<file path="src/rtl/nv_write_defs.svh">
// constants of the data eeprom write control block
// assumes one synchronous clock domain and an 8-bit special register path
`ifndef NV_WRITE_DEFS_SVH
`define NV_WRITE_DEFS_SVH
`define CTL_WRITE_ENABLE_BIT_POS 3
`define CTL_WR_POS 2
`define CTL_READ_ENABLE_BIT_POS 1
`define CTL_RD_POS 0
`define CTL_RESET 8'h00
`define DATA_RESET 8'h00
`define ADDR_RESET 6'h00
`define BANK_RESET 8'h00
`define CTL_BANK 8'h01
`define CTL_INDIRECT_ADDR 8'h40
`define READ_CYCLES 4'h2
`endif

</file>
<file path="src/rtl/nv_write_pkg.sv">
// types shared by the data eeprom write control block
package nv_write_pkg;
	typedef struct packed {
		logic wr_en;
		logic [7:0] wdata;
	} sfr_write_t;
	typedef struct packed {
		logic [7:0] control;
		logic [7:0] address;
		logic [7:0] data;
		logic [7:0] bank;
	} sfr_view_t;
	typedef enum logic [2:0] {
		ST_IDLE = 3'b001,
		ST_WRITE = 3'b010,
		ST_READ = 3'b100
	} nv_state_t;
endpackage

</file>
<file path="src/rtl/nv_write_ctrl.sv">
// data eeprom write control: control, address, data and bank registers,
// write and read sequencing, write completion flag and interrupt vector request
// assumes the cpu presents one register write per cycle and services
// the vector request by pulsing irq_ack
`timescale 1ns/100ps
`include "nv_write_defs.svh"
module data_eeprom_write_control #(
	parameter int WRITE_TICKS = 4
)(
	input wire logic clock,
	input wire logic rst_n,
	input wire logic tick_async,
	input nv_write_pkg::sfr_write_t addr_wr,
	input nv_write_pkg::sfr_write_t data_wr,
	input nv_write_pkg::sfr_write_t bank_wr,
	input wire logic [7:0] indirect_pointer_1,
	input nv_write_pkg::sfr_write_t indirect_access_port_1,
	input wire logic [7:0] mem_rdata,
	input wire logic nv_interrupt_enable,
	input wire logic global_interrupt_enable,
	input wire logic stack_full,
	input wire logic irq_ack,
	output nv_write_pkg::sfr_view_t view,
	output logic mem_we,
	output logic [5:0] mem_addr,
	output logic [7:0] mem_wdata,
	output logic nv_interrupt_flag,
	output logic irq_vector_req
);
	import nv_write_pkg::*;

	typedef struct packed {
		nv_state_t state;
		logic write_enable_bit;
		logic wr;
		logic read_enable_bit;
		logic rd;
		logic [5:0] addr;
		logic [7:0] data;
		logic [7:0] bank;
		logic [3:0] rcount;
		logic flag;
		logic vec;
		logic we;
		logic timer_start;
	} ctrl_state_t;
	ctrl_state_t s_reg, s_next;
	logic timer_done;
	logic ctl_sel;
	logic [7:0] cw;

	nv_write_timer #(
		.TICKS(WRITE_TICKS)
	) u_timer (
		.clock(clock),
		.rst_n(rst_n),
		.tick_async(tick_async),
		.start(s_reg.timer_start),
		.done(timer_done)
	);

	// ----------------------------------------
	// register and sequence logic
	// ----------------------------------------
	always_comb
	begin
		s_next = s_reg;
		s_next.we = 1'b0;
		s_next.timer_start = 1'b0;
		cw = indirect_access_port_1.wdata;
		// control reachable only at pointer 40h in bank 1
		ctl_sel = indirect_access_port_1.wr_en && (s_reg.bank == `CTL_BANK)
			&& (indirect_pointer_1 == `CTL_INDIRECT_ADDR);
		if (bank_wr.wr_en)
			s_next.bank = bank_wr.wdata;
		// address and data frozen while busy
		if (s_reg.state == ST_IDLE)
		begin
			if (addr_wr.wr_en)
				s_next.addr = addr_wr.wdata[5:0];
			if (data_wr.wr_en)
				s_next.data = data_wr.wdata;
		end
		if (ctl_sel)
		begin
			s_next.write_enable_bit = cw[`CTL_WRITE_ENABLE_BIT_POS];
			s_next.read_enable_bit = cw[`CTL_READ_ENABLE_BIT_POS];
			// triggers can be cleared by software only when idle; busy bits stick
			if (s_reg.state == ST_IDLE)
			begin
				s_next.wr = 1'b0;
				s_next.rd = 1'b0;
				if (cw[`CTL_WR_POS] && s_reg.write_enable_bit)
				begin
					s_next.wr = 1'b1;
					s_next.state = ST_WRITE;
					s_next.we = 1'b1;
					s_next.timer_start = 1'b1;
				end
				else if (cw[`CTL_RD_POS] && s_reg.read_enable_bit)
				begin
					s_next.rd = 1'b1;
					s_next.state = ST_READ;
					s_next.rcount = 4'h0;
				end
			end
		end
		case (s_reg.state)
			ST_WRITE:
			begin
				if (timer_done)
				begin
					s_next.wr = 1'b0;
					s_next.state = ST_IDLE;
				end
			end
			ST_READ:
			begin
				if (s_reg.rcount == `READ_CYCLES)
				begin
					s_next.data = mem_rdata;
					s_next.rd = 1'b0;
					s_next.state = ST_IDLE;
				end
				else
					s_next.rcount = s_reg.rcount + 4'h1;
			end
			default:
			begin
			end
		endcase
		if (irq_ack)
			s_next.flag = 1'b0;
		if (s_reg.state == ST_WRITE && timer_done)
			s_next.flag = 1'b1;
		s_next.vec = s_next.flag && nv_interrupt_enable && global_interrupt_enable
			&& !stack_full && !irq_ack;
	end

	always_ff @(posedge clock)
	begin
		if (!rst_n)
		begin
			s_reg <= '0;
			s_reg.state <= ST_IDLE;
			s_reg.bank <= `BANK_RESET;
			s_reg.data <= `DATA_RESET;
			s_reg.addr <= `ADDR_RESET;
		end
		else
			s_reg <= s_next;
	end

	assign view.control = {4'h0, s_reg.write_enable_bit, s_reg.wr,
		s_reg.read_enable_bit, s_reg.rd};
	assign view.address = {2'b00, s_reg.addr};
	assign view.data = s_reg.data;
	assign view.bank = s_reg.bank;
	assign mem_we = s_reg.we;
	assign mem_addr = s_reg.addr;
	assign mem_wdata = s_reg.data;
	assign nv_interrupt_flag = s_reg.flag;
	assign irq_vector_req = s_reg.vec;
endmodule

</file>
<file path="src/rtl/nv_write_timer.sv">
// write cycle timer: a free-running slow tick from another oscillator is
// brought in through a two-stage synchroniser and counted
// assumes tick_async toggles at its own rate, unrelated to clock
`timescale 1ns/100ps
module nv_write_timer #(
	parameter int TICKS = 4
)(
	input wire logic clock,
	input wire logic rst_n,
	input wire logic tick_async,
	input wire logic start,
	output logic done
);
	typedef struct packed {
		logic sync1;
		logic sync2;
		logic last;
		logic run;
		logic [7:0] count;
		logic done;
	} timer_state_t;
	timer_state_t st_reg, st_next;

	always_comb
	begin
		st_next = st_reg;
		st_next.sync1 = tick_async;
		st_next.sync2 = st_reg.sync1;
		st_next.last = st_reg.sync2;
		st_next.done = 1'b0;
		if (start)
		begin
			st_next.run = 1'b1;
			st_next.count = 8'h00;
		end
		else if (st_reg.run && (st_reg.sync2 != st_reg.last))
		begin
			if (st_reg.count == 8'(TICKS - 1))
			begin
				st_next.run = 1'b0;
				st_next.done = 1'b1;
			end
			else
				st_next.count = st_reg.count + 8'h01;
		end
	end

	always_ff @(posedge clock)
	begin
		if (!rst_n)
			st_reg <= '0;
		else
			st_reg <= st_next;
	end

	assign done = st_reg.done;
endmodule

</file>
<file path="config.mk">
export PLATFORM = sky130hd
export DESIGN_NAME = data_eeprom_write_control
export DESIGN_NICKNAME = d
export VERILOG_FILES = /design/src/rtl/nv_write_pkg.sv /design/src/rtl/nv_write_ctrl.sv /design/src/rtl/nv_write_timer.sv
export VERILOG_INCLUDE_DIRS = /design/src /design/src/rtl
export SDC_FILE = /design/constraint.sdc
export NUM_CORES = 1
export LEC_CHECK = 0
export BUFFER_PORTS_ARGS = -buffer_cell sky130_fd_sc_hd__buf_4
export CAP_MARGIN = 20
export CORE_MARGIN = 2
export CORE_UTILIZATION = 35
export CTS_CLUSTER_DIAMETER = 200
export CTS_CLUSTER_SIZE = 12
export DETAILED_ROUTE_END_ITERATION = 6
export PLACE_DENSITY = 0.62
export RECOVER_POWER = 25
export SYNTH_ARGS = -nofsm -noshare
export SYNTH_HDL_FRONTEND = slang
export SYNTH_SLANG_ARGS = --single-unit
</file>
<file path="constraint.sdc">
create_clock -name clock -period 2.6 [get_ports clock]
set_input_delay 0 -clock clock [delete_from_list [all_inputs] [get_ports clock]]
set_output_delay 0 -clock clock [all_outputs]
set_load 0.05 [all_outputs]
</file>
==> flow_summary.ini, run 1 <==
[sta]
setup_viol = 0
layout_min_cycle_time_ns = 2.363
slew_violations = 0
fin_crit_sh = 0.9088
max_freq_ghz = 0.4232
final.setup.tns_ns = 0
rsz0062_at_grt = false
maxSlewHeadroom = 0.3508
tightestPinTransition_ns = 0.9738
clock_skew_ns = 0.01552
hold_viol = 0

[critical_path]
crit_required_ns = 2.81
cp_max_fo = 19
reg2reg_slack_ns = 0.24
setup.worst_path.start_class = flop
worstSetupEndpoint = mem_wdata[1]
worstPathArrival_ns = 2.57
critPathLaunch = s_reg[4]
criticalPathCategory = reg -> reg
cp-end-kind = flop
r2r_end = mem_wdata[1]
reg2regPathDepth = 7
crit-reg2reg-launch = s_reg[4]

[clock_network]
clk_latency_ns = 0.31
cts_tree = done
cts_max_path_buffers = 2
cts_sinks = 49
cts-buffers-inserted = 5
cts_setup_buffers = 0
path_clk_slew_ns = 0.10
htreeDepth = 2
clockRootBuffer = clkbuf_8

[detailed_routing]
drc = 0
dr.first_iter.drc_count = 95
wl_um = 5459
first_pass_iters = 4
wl_per_cell_um = 12.52
viasPerCell = 4.780
via_count = 2084
ant_nets = 0

[final_layout]
fin_nets = 417
num_antenna_cells = 0
finalNonFillerCells = 436
layout.cells.most_common = buf_4
largest_register_ff_count = 12
layout_common_cells = 82 x buf_4, 49 x dfxtp_1, 36 x dlygate4sd3_1
area_growth_pct = 35.09
drive_gt1_frac = 0.2725

[global_routing]
grt_max_degree = 27
grt_pass1_vias = 1960
antenna_found_initial = 0
grt_pass1_wl_um = 8535
use_met1 = 0.1575
grtUsageMet3 = 0.03886
met2_usage = 0.2521
busiest_layer = met2
grtUsageTotal = 0.1386
overflow = 0

[synthesis]
syn_area_per_cell_um2 = 9.099
async_flop_share = 0
seq_area_frac_synth = 0.4023
ys_types = 44
synth_ff_type = dfxtp_1
synth-edff-count = 0
syn-instance-count = 268
yosysWarnings = 0
ys_ff_latch = 49
netlist_area_um2 = 2439

[floorplan]
chipHeight_um = 87.47
pin_count = 108
die-area_um2 = 7651
coreArea_um2 = 6756
num_rows = 30
start_util = 0.3609
die_width_um = 87.47

[pwr]
power.share.clock = 0.290
p_int_uw = 1113
power.density_nw_per_um2 = 487.4
power.share.switching = 0.3071
power_frac_comb = 0.219
vdd_ir_drop_max_mv = 0.2862
leakage_uw = 0.001484
seqPwrFrac = 0.491
p_switching_uw = 493.1

[placed_design]
portBuffers = 95
dp.cells = 392
dp_hpwl_um = 3766
gp_congestion = 0.7568

[worst_hold_path]
hold_class = in -> reg

[outcome]
status = finished, final reports clean

[run]
drv_cap = 0
area by class of cell:
| type | instances | area [um2] |
|---|---|---|
| fill | 652 | 3462 |
| multi-input combinational | 163 | 1072 |
| timing repair buffer | 131 | 1028 |
| sequential | 49 | 980.9 |
| tap | 80 | 100.1 |
| clock buffer | 5 | 68.82 |
| clock inverter | 3 | 25.02 |
| inverter | 5 | 18.77 |
stage by stage:
stage	util	setup WS [ns]	hold slack [ns]	instance area, um2	total power (uW)
2_1_floorplan	-	0.9258	0.1273	2457	1054
4_1_cts	0.4943	0.2366	0.004874	3339	1634
6_report	0.4876	0.2372	0.02011	3294	1606
3_3_place_gp	0.4270	0.8211	0.2138	2885	1119
3_5_place_dp	0.4270	0.7585	0.2139	2885	1122
5_1_grt	0.4876	0.003499	0.02306	3294	1679
timing repair:
item / 4_1_cts / 5_1_grt
hold endpoints to repair: 27 / 0
hold buffers: 36 / 0
resized for setup: 0 / 0
synthesized netlist by cell type (3+ instances only):
cell type / number / area, um2
a21oi_1: 11 / 55.05
and2_1: 7 / 43.79
buf_4: 46 / 345.3
clkbuf_1: 8 / 30.03
dfxtp_1: 49 / 980.9
ha_1: 3 / 37.54
inv_1: 5 / 18.77
mux2i_1: 25 / 250.2
nand2_1: 15 / 56.30
nand3_1: 8 / 40.04
nand4_1: 3 / 18.77
nor2_1: 25 / 93.84
nor3b_1: 4 / 30.03
nor4_1: 4 / 25.02
o21a_1: 3 / 22.52
o21ai_0: 10 / 50.05
or3_1: 6 / 37.54
xor2_1: 4 / 35.03
worst max-delay path, stage by stage, from the launching register on:
cell           delay, ns
dfxtp_1             0.35
inv_1               0.09
ha_1                0.14
nor3b_1             0.33
nand2_1             0.43
o21ai_0             0.30
a21oi_1             0.06
dlygate4sd3_1       0.57
worst min-delay path by stage:
stage	to	start	slack (ns)	cells after the start
6_report	s_reg[34]	indirect_access_port_1[0]	0.02	4
5_1_grt	s_reg[34]	indirect_access_port_1[0]	0.02	4
4_1_cts	nv_interrupt_flag	irq_ack	0.005	4
3_5_place_dp	u_timer.st_next[11]	tick_async	0.21	2
3_3_place_gp	u_timer.st_next[11]	tick_async	0.21	2
2_1_floorplan	u_timer.st_next[11]	tick_async	0.13	1
power by group through the flow:
stage / combinational, uW / clock, uW / sequential (uW)
after global placement: 314 / 0 / 805
after CTS: 358 / 486 / 789
final: 351 / 465 / 789
after detailed placement: 316 / 0 / 806
after global routing: 372 / 515 / 792
after floorplan: 252 / 0 / 802
routing by layer:
layer,vias up,part of all wire
met2,74,0.49
met4,0,0.0093
met3,5,0.076
li1,1053,-
met1,952,0.42
met5,-,0
logic make-up after synthesis:
group,after synthesis,synth area share
XOR/XNOR,5,0.02104
adder cells (fa/ha/maj),3,0.01539
flip-flops,49,0.4023
AND/OR/NAND/NOR,87,0.1945
buffers and inverters,61,0.1657
other,1,0.001538
multiplexers,25,0.1026
AO/OA/AOI/OAI,37,0.09697
Note: power is estimated with default switching activity, not from simulation.
==> inputs of run 2 (changes only) <==
--- a/config.mk
+++ b/config.mk
@@ -9,12 +9,13 @@
 export BUFFER_PORTS_ARGS = -buffer_cell sky130_fd_sc_hd__buf_4
 export CAP_MARGIN = 20
 export CORE_MARGIN = 2
-export CORE_UTILIZATION = 35
+export CORE_UTILIZATION = 50
 export CTS_CLUSTER_DIAMETER = 200
 export CTS_CLUSTER_SIZE = 12
 export DETAILED_ROUTE_END_ITERATION = 6
-export PLACE_DENSITY = 0.62
+export PLACE_DENSITY = 0.83
 export RECOVER_POWER = 25
 export SYNTH_ARGS = -nofsm -noshare
 export SYNTH_HDL_FRONTEND = slang
+export SYNTH_HIERARCHICAL = 1
 export SYNTH_SLANG_ARGS = --single-unit
==> run 2 against run 1 <==
Against the previous run: cell area up 1.9%; clock-buffer cell count is the same; clock power decreased by 1%; hold slack better by 0.0021 ns; area after synthesis is 3.8% higher; synthesized cell count is 2.2% higher; critical path depth shrank 2; sequential share of layout area down 0.55 points; via count is 6.1% higher; largest power group unchanged; largest cell class unchanged; cell count is 1.4% lower; critical endpoint is now mem_wdata[4].
==> flow_summary.ini, run 2 <==
[synthesis]
synth_area_leaders = dfxtp_1 39%, buf_4 14%, mux2i_1 10%, nand2_1 3.7%, nor2_1 2.8%
async_flop_share = 0
synth_fa_ha_area_frac = 0.01483
synth_compound_area_frac = 0.1043
synth-edff-count = 0
ys_top_cells_by_count = 49 x dfxtp_1, 47 x buf_4, 26 x mux2i_1
synth_top_family_by_area = simple AND/OR/NAND/NOR gates
yosys.area_share.simple = 0.2239
ys_ff_latch = 49
synth_mux_area_frac = 0.1028
yosys.area_share.xor_xnor = 0.006920
synth_ff_type = dfxtp_1
synth_most_common_cell = dfxtp_1
syn_area_per_cell_um2 = 9.238
syn-instance-count = 274
seq_area_frac_synth = 0.3875
netlist.area_leader.share = 0.3875
synth_top_area_cell = dfxtp_1
yosysWarnings = 6
ys_types = 48
netlist_area_um2 = 2531

[sta]
rsz0062_at_grt = false
layout_min_cycle_time_ns = 2.301
final.setup.tns_ns = 0
maxSlewHeadroom = 0.3839
slew_violations = 0
tightestPinTransition_ns = 0.9176
max_freq_ghz = 0.4347
fin_crit_sh = 0.8849
clock_skew_ns = 0.007618
hold_viol = 0
setup_viol = 0

[final_layout]
layout_common_cells = 79 x buf_4, 49 x dfxtp_1, 35 x dlygate4sd3_1
area_growth_pct = 32.62
largest_register_ff_count = 12
drive_gt1_frac = 0.2810
layout.cells.most_common = buf_4
fin_nets = 424
num_antenna_cells = 0

[floorplan]
chipHeight_um = 75.15
start_util = 0.5255
num_rows = 25
coreArea_um2 = 4817
die_width_um = 75.15
pin_count = 108
die-area_um2 = 5648

[global_routing]
grt_max_degree = 21
grt_pass1_wl_um = 9535
grtUsageTotal = 0.2201
antenna_found_initial = 0
overflow = 0
grt_pass1_vias = 2140

[detailed_routing]
viasPerCell = 5.142
via_count = 2211
dr.first_iter.drc_count = 101
first_pass_iters = 4
wl_um = 6292
drc = 0
ant_nets = 0
wl_per_cell_um = 14.63

[pwr]
total_power_uw = 1614
power.density_nw_per_um2 = 480.8
leakage_uw = 0.001456
vdd_ir_drop_max_mv = 0.3463

[critical_path]
crit_required_ns = 2.80
worstPathArrival_ns = 2.50
critical-path-slowest-cell = dlygate4sd3_1
reg2regPathDepth = 5
cp_max_fo = 8
criticalPathCategory = reg -> reg
cp-end-kind = flop
setup.worst_path.start_class = flop
path_cells = nor3b_2 > and2_1 > mux2i_1 > o21ai_1 > dlygate4sd3_1
cpPeakStageDelay_ns = 0.57

[clock_network]
cts-buffers-inserted = 5
cts_sinks = 49
cts_max_path_buffers = 2
clk_latency_ns = 0.31
cts_tree = done
clockRootBuffer = clkbuf_8
htreeDepth = 2
path_clk_slew_ns = 0.09
cts_setup_buffers = 0

[placed_design]
dp_hpwl_um = 4078
portBuffers = 95
gp_congestion = 0.8109

[worst_hold_path]
hold_depth = 4
hold_class = in -> reg

[outcome]
status = finished, final reports clean

[run]
drv_cap = 0
==> run 2: cell types whose count changed in the layout (fill, tap and decap cells not counted), sizes merged, moves of 4 or more <==
cell / delta
nand2: +10
o31ai: +5
xor2: -4
a21oi: -4
nor2: -5
==> run 2: routing by layer <==
metal	part of all wire	track usage	vias to the layer above
met3	0.064	0.04819	10
met5	0	0	-
li1	-	-	1083
met2	0.51	0.3986	97
met4	0.013	0.06628	0
met1	0.41	0.2600	1021
==> run 2: worst paths after layout <==
kind,endpoint,slack [ns],from
max reg2reg,mem_wdata[4],0.30,s_reg[34]
min,nv_interrupt_flag,0.02,irq_ack
max,mem_wdata[4],0.30,s_reg[34]
min reg2reg,u_timer/st_next[10],0.45,u_timer/st_next[11]
==> run 2: power by group <==
group / switching (uW) / total (uW) / internal (uW)
sequential: 18.5 / 791 / 772
combinational: 216 / 364 / 148
clock: 268 / 459 / 191
==> run 2: kinds of logic (layout without fill, tap and decap cells) <==
logic type      Yosys count  count (layout)
compound gates           40              40
fa+ha+maj                 3               3
mux                      26              26
buf+inv                  59             143
xor+xnor                  2               2
other cells               1               6
flops                    49              49
simple gates             94              94
==> run 2: worst max-delay path, delay by kind of cell, from the launching register on <==
| family | cells | cell delay (ns) |
|---|---|---|
| AO/OA/AOI/OAI | 1 | 0.07 |
| AND/OR/NAND/NOR | 2 | 0.86 |
| flip-flops | 1 | 0.44 |
| buffers and inverters | 1 | 0.57 |
| multiplexers | 1 | 0.26 |
==> run 2: layout make-up <==
| class | instances | area, um2 |
|---|---|---|
| tap | 67 | 83.83 |
| clock inverter | 3 | 21.27 |
| clock buffer | 5 | 68.82 |
| inverter | 5 | 18.77 |
| sequential | 49 | 980.9 |
| fill | 391 | 1460 |
| timing repair buffer | 130 | 1015 |
| multi-input combinational | 171 | 1169 |
==> run 2: what timing repair did <==
action	CTS	global route
endpoints found under the hold margin	26	0
gates resized for setup	0	0
endpoints found under the setup margin	0	0
hold buffers	35	0
==> run 2: per-stage QoR <==
stage | cell area, um2 | setup slack [ns] | hold slack, ns | cells | util
final | 3357 | 0.2993 | 0.02219 | 430 | 0.6969
after detailed placement | 2965 | 0.8501 | 0.2060 | 387 | 0.6156
after CTS | 3406 | 0.3093 | 0.01829 | 430 | 0.7070
after global routing | 3357 | 0.1602 | 0.06042 | 430 | 0.6969
after floorplan | 2550 | 1.156 | 0.1146 | 279 | -
after global placement | 2965 | 0.9659 | 0.2008 | 387 | 0.6156
==> inputs of run 3 (changes only) <==
--- a/config.mk
+++ b/config.mk
@@ -6,6 +6,7 @@
 export SDC_FILE = /design/constraint.sdc
 export NUM_CORES = 1
 export LEC_CHECK = 0
+export ABC_AREA = 1
 export BUFFER_PORTS_ARGS = -buffer_cell sky130_fd_sc_hd__buf_4
 export CAP_MARGIN = 20
 export CORE_MARGIN = 2
@@ -13,7 +14,7 @@
 export CTS_CLUSTER_DIAMETER = 200
 export CTS_CLUSTER_SIZE = 12
 export DETAILED_ROUTE_END_ITERATION = 6
-export PLACE_DENSITY = 0.83
+export PLACE_DENSITY = 0.82
 export RECOVER_POWER = 25
 export SYNTH_ARGS = -nofsm -noshare
 export SYNTH_HDL_FRONTEND = slang
==> run 3 against run 2 <==
Against the previous run: routed wire length up 12%; global-route usage is 1.0 points higher; hold slack better by 0.047 ns; flip-flop and latch count stayed put; total power rose by 11%; critical path type unchanged; largest cell class unchanged.
==> flow_summary.ini, run 3 <==
[critical_path]
critPathLaunch = s_reg[5]
crit-reg2reg-launch = s_reg[5]
worstPathArrival_ns = 2.14
reg2reg_slack_ns = 0.64
setup.worst_path.start_class = flop
crit_required_ns = 2.78
cp-end-kind = flop
cp_max_fo = 10
criticalPathCategory = reg -> reg

[synthesis]
netlist.area_leader.share = 0.3511
yosysWarnings = 6
synth_compound_area_frac = 0.1339
synth_top_family_by_area = simple AND/OR/NAND/NOR gates
syn-instance-count = 388
yosys.area_share.simple = 0.2969
synth_area_leaders = dfxtp_1 35%, buf_4 12%, nor2_1 9.8%, nand2_1 8.9%, o21ai_2 5.3%
ys_ff_latch = 49
synth_fa_ha_area_frac = 0.01343
ys_types = 33
synth_top_area_cell = dfxtp_1
seq_area_frac_synth = 0.3511
syn_area_per_cell_um2 = 7.201
synth_most_common_cell = nor2_1
synth_ff_type = dfxtp_1
async_flop_share = 0
synth-edff-count = 0
yosys.area_share.xor_xnor = 0.01254
synth_mux_area_frac = 0
netlist_area_um2 = 2794
ys_top_cells_by_count = 73 x nor2_1, 66 x nand2_1, 49 x dfxtp_1

[clock_network]
htreeDepth = 2
cts.repair.resized = 0
clk_latency_ns = 0.30
path_clk_slew_ns = 0.09
cts_hold_buffers = 39
cts_tree = done
clockRootBuffer = clkbuf_8
cts_setup_buffers = 0
cts-buffers-inserted = 5
cts_sinks = 49
cts_max_path_buffers = 2

[sta]
setup_viol = 0
rsz0062_at_grt = false
max_freq_ghz = 0.5110
final.setup.tns_ns = 0
hold_viol = 0
maxSlewHeadroom = 0.5761
fin_crit_sh = 0.7527
layout_min_cycle_time_ns = 1.957
clock_skew_ns = 0.01012
tightestPinTransition_ns = 0.6385
slew_violations = 0

[final_layout]
num_antenna_cells = 0
layout_common_cells = 74 x buf_4, 73 x nor2_1, 66 x nand2_1
layout.cells.most_common = buf_4
area_growth_pct = 32.38
drive_gt1_frac = 0.2598
largest_register_ff_count = 12
finalNonFillerCells = 557
fin_nets = 546

[global_routing]
overflow = 0
use_met1 = 0.2440
busiest_layer = met2
grt_pass1_wl_um = 11630
grtUsageTotal = 0.2302
met2_usage = 0.4265
grtUsageMet3 = 0.06136
grt_max_degree = 32
antenna_found_initial = 0
grt_pass1_vias = 2692

[floorplan]
num_rows = 27
die_width_um = 78.75
start_util = 0.5137
pin_count = 108
die-area_um2 = 6202
chipHeight_um = 78.75
coreArea_um2 = 5439

[placed_design]
dp.cells = 510
gp_congestion = 0.8636
dp_hpwl_um = 4506
portBuffers = 95

[pwr]
power.share.clock = 0.312
power_frac_comb = 0.240
seqPwrFrac = 0.448
power.density_nw_per_um2 = 483.0
vdd_ir_drop_max_mv = 0.3403
power.share.switching = 0.2990
p_int_uw = 1252
total_power_uw = 1786
leakage_uw = 0.001697
p_switching_uw = 534.1

[run]
drv_cap = 0

[detailed_routing]
wl_per_cell_um = 12.63
viasPerCell = 4.887
via_count = 2722
first_pass_iters = 4
ant_nets = 0
dr.first_iter.drc_count = 96
drc = 0
wl_um = 7033

[worst_hold_path]
hold_start = rst_n
hold_class = in -> reg

[outcome]
status = finished, final reports clean
## run 3: changes by cell type after synthesis, sizes merged, moves of 5 or more
cell / delta
nor2: +59
inv: +35
o21ai: +24
and2: -6
mux2i: -26
a21oi: +10
nand3: +20
nand2: +45
or3: -5
o31ai: -6
## run 3: layer usage
layer  part of all wire  wire length, um
met4              0.030              209
met2               0.53             3696
met1               0.38             2702
met5                  0                0
met3              0.060              424
## run 3: area by class of cell
cell class              count  area [um2]
repair buffers            134        1044
fillers                   422        1740
well taps                  72       90.09
clock buffers               7       86.33
inverters                  41       168.9
clock inverters             1       30.03
flip-flops and latches     49       980.9
multi-input cells         253        1299
## run 3: cells by family after synthesis
kind of cell             count (synthesis)
AND/OR/NAND/NOR                        182
other                                    1
buffers and inverters                   91
XOR/XNOR                                 4
AO/OA/AOI/OAI                           58
flip-flops                              49
adder cells (fa/ha/maj)                  3
## run 3: critical path, stage by stage (launching register included)
cell and delay (ns):
dfxtp_1 0.39, ha_1 0.18, nand3_2 0.13, nor2_4 0.31, nor2_8 0.10, o21ai_2 0.08
o21ai_2 0.05, dlygate4sd3_1 0.58
## run 3: worst paths after layout
path                                       endpoint  cells past startpoint
worst min register to register  u_timer/st_next[10]                      2
worst max register to register         mem_wdata[5]                      7
worst max-delay path                   mem_wdata[5]                      7
worst min-delay path            u_timer/st_next[11]                      3
## run 3: power groups by stage
stage	sequential [uW]	combinational, uW	clock [uW]
global route	804	453	593
detailed placement	817	380	0
finish	801	429	557
global placement	816	376	0
CTS	799	429	570
floorplan	811	306	0
## run 3: metrics by stage
| stage | instance area [um2] | utilization | setup slack, ns | hold WS, ns |
|---|---|---|---|---|
| 4_1_cts | 3759 | 0.6911 | 0.6688 | 0.06606 |
| 6_report | 3699 | 0.6800 | 0.6430 | 0.06886 |
| 5_1_grt | 3699 | 0.6800 | 0.5203 | 0.09127 |
| 2_1_floorplan | 2813 | - | 1.386 | 0.09345 |
| 3_5_place_dp | 3252 | 0.5979 | 1.238 | 0.1898 |
| 3_3_place_gp | 3252 | 0.5979 | 1.254 | 0.1850 |
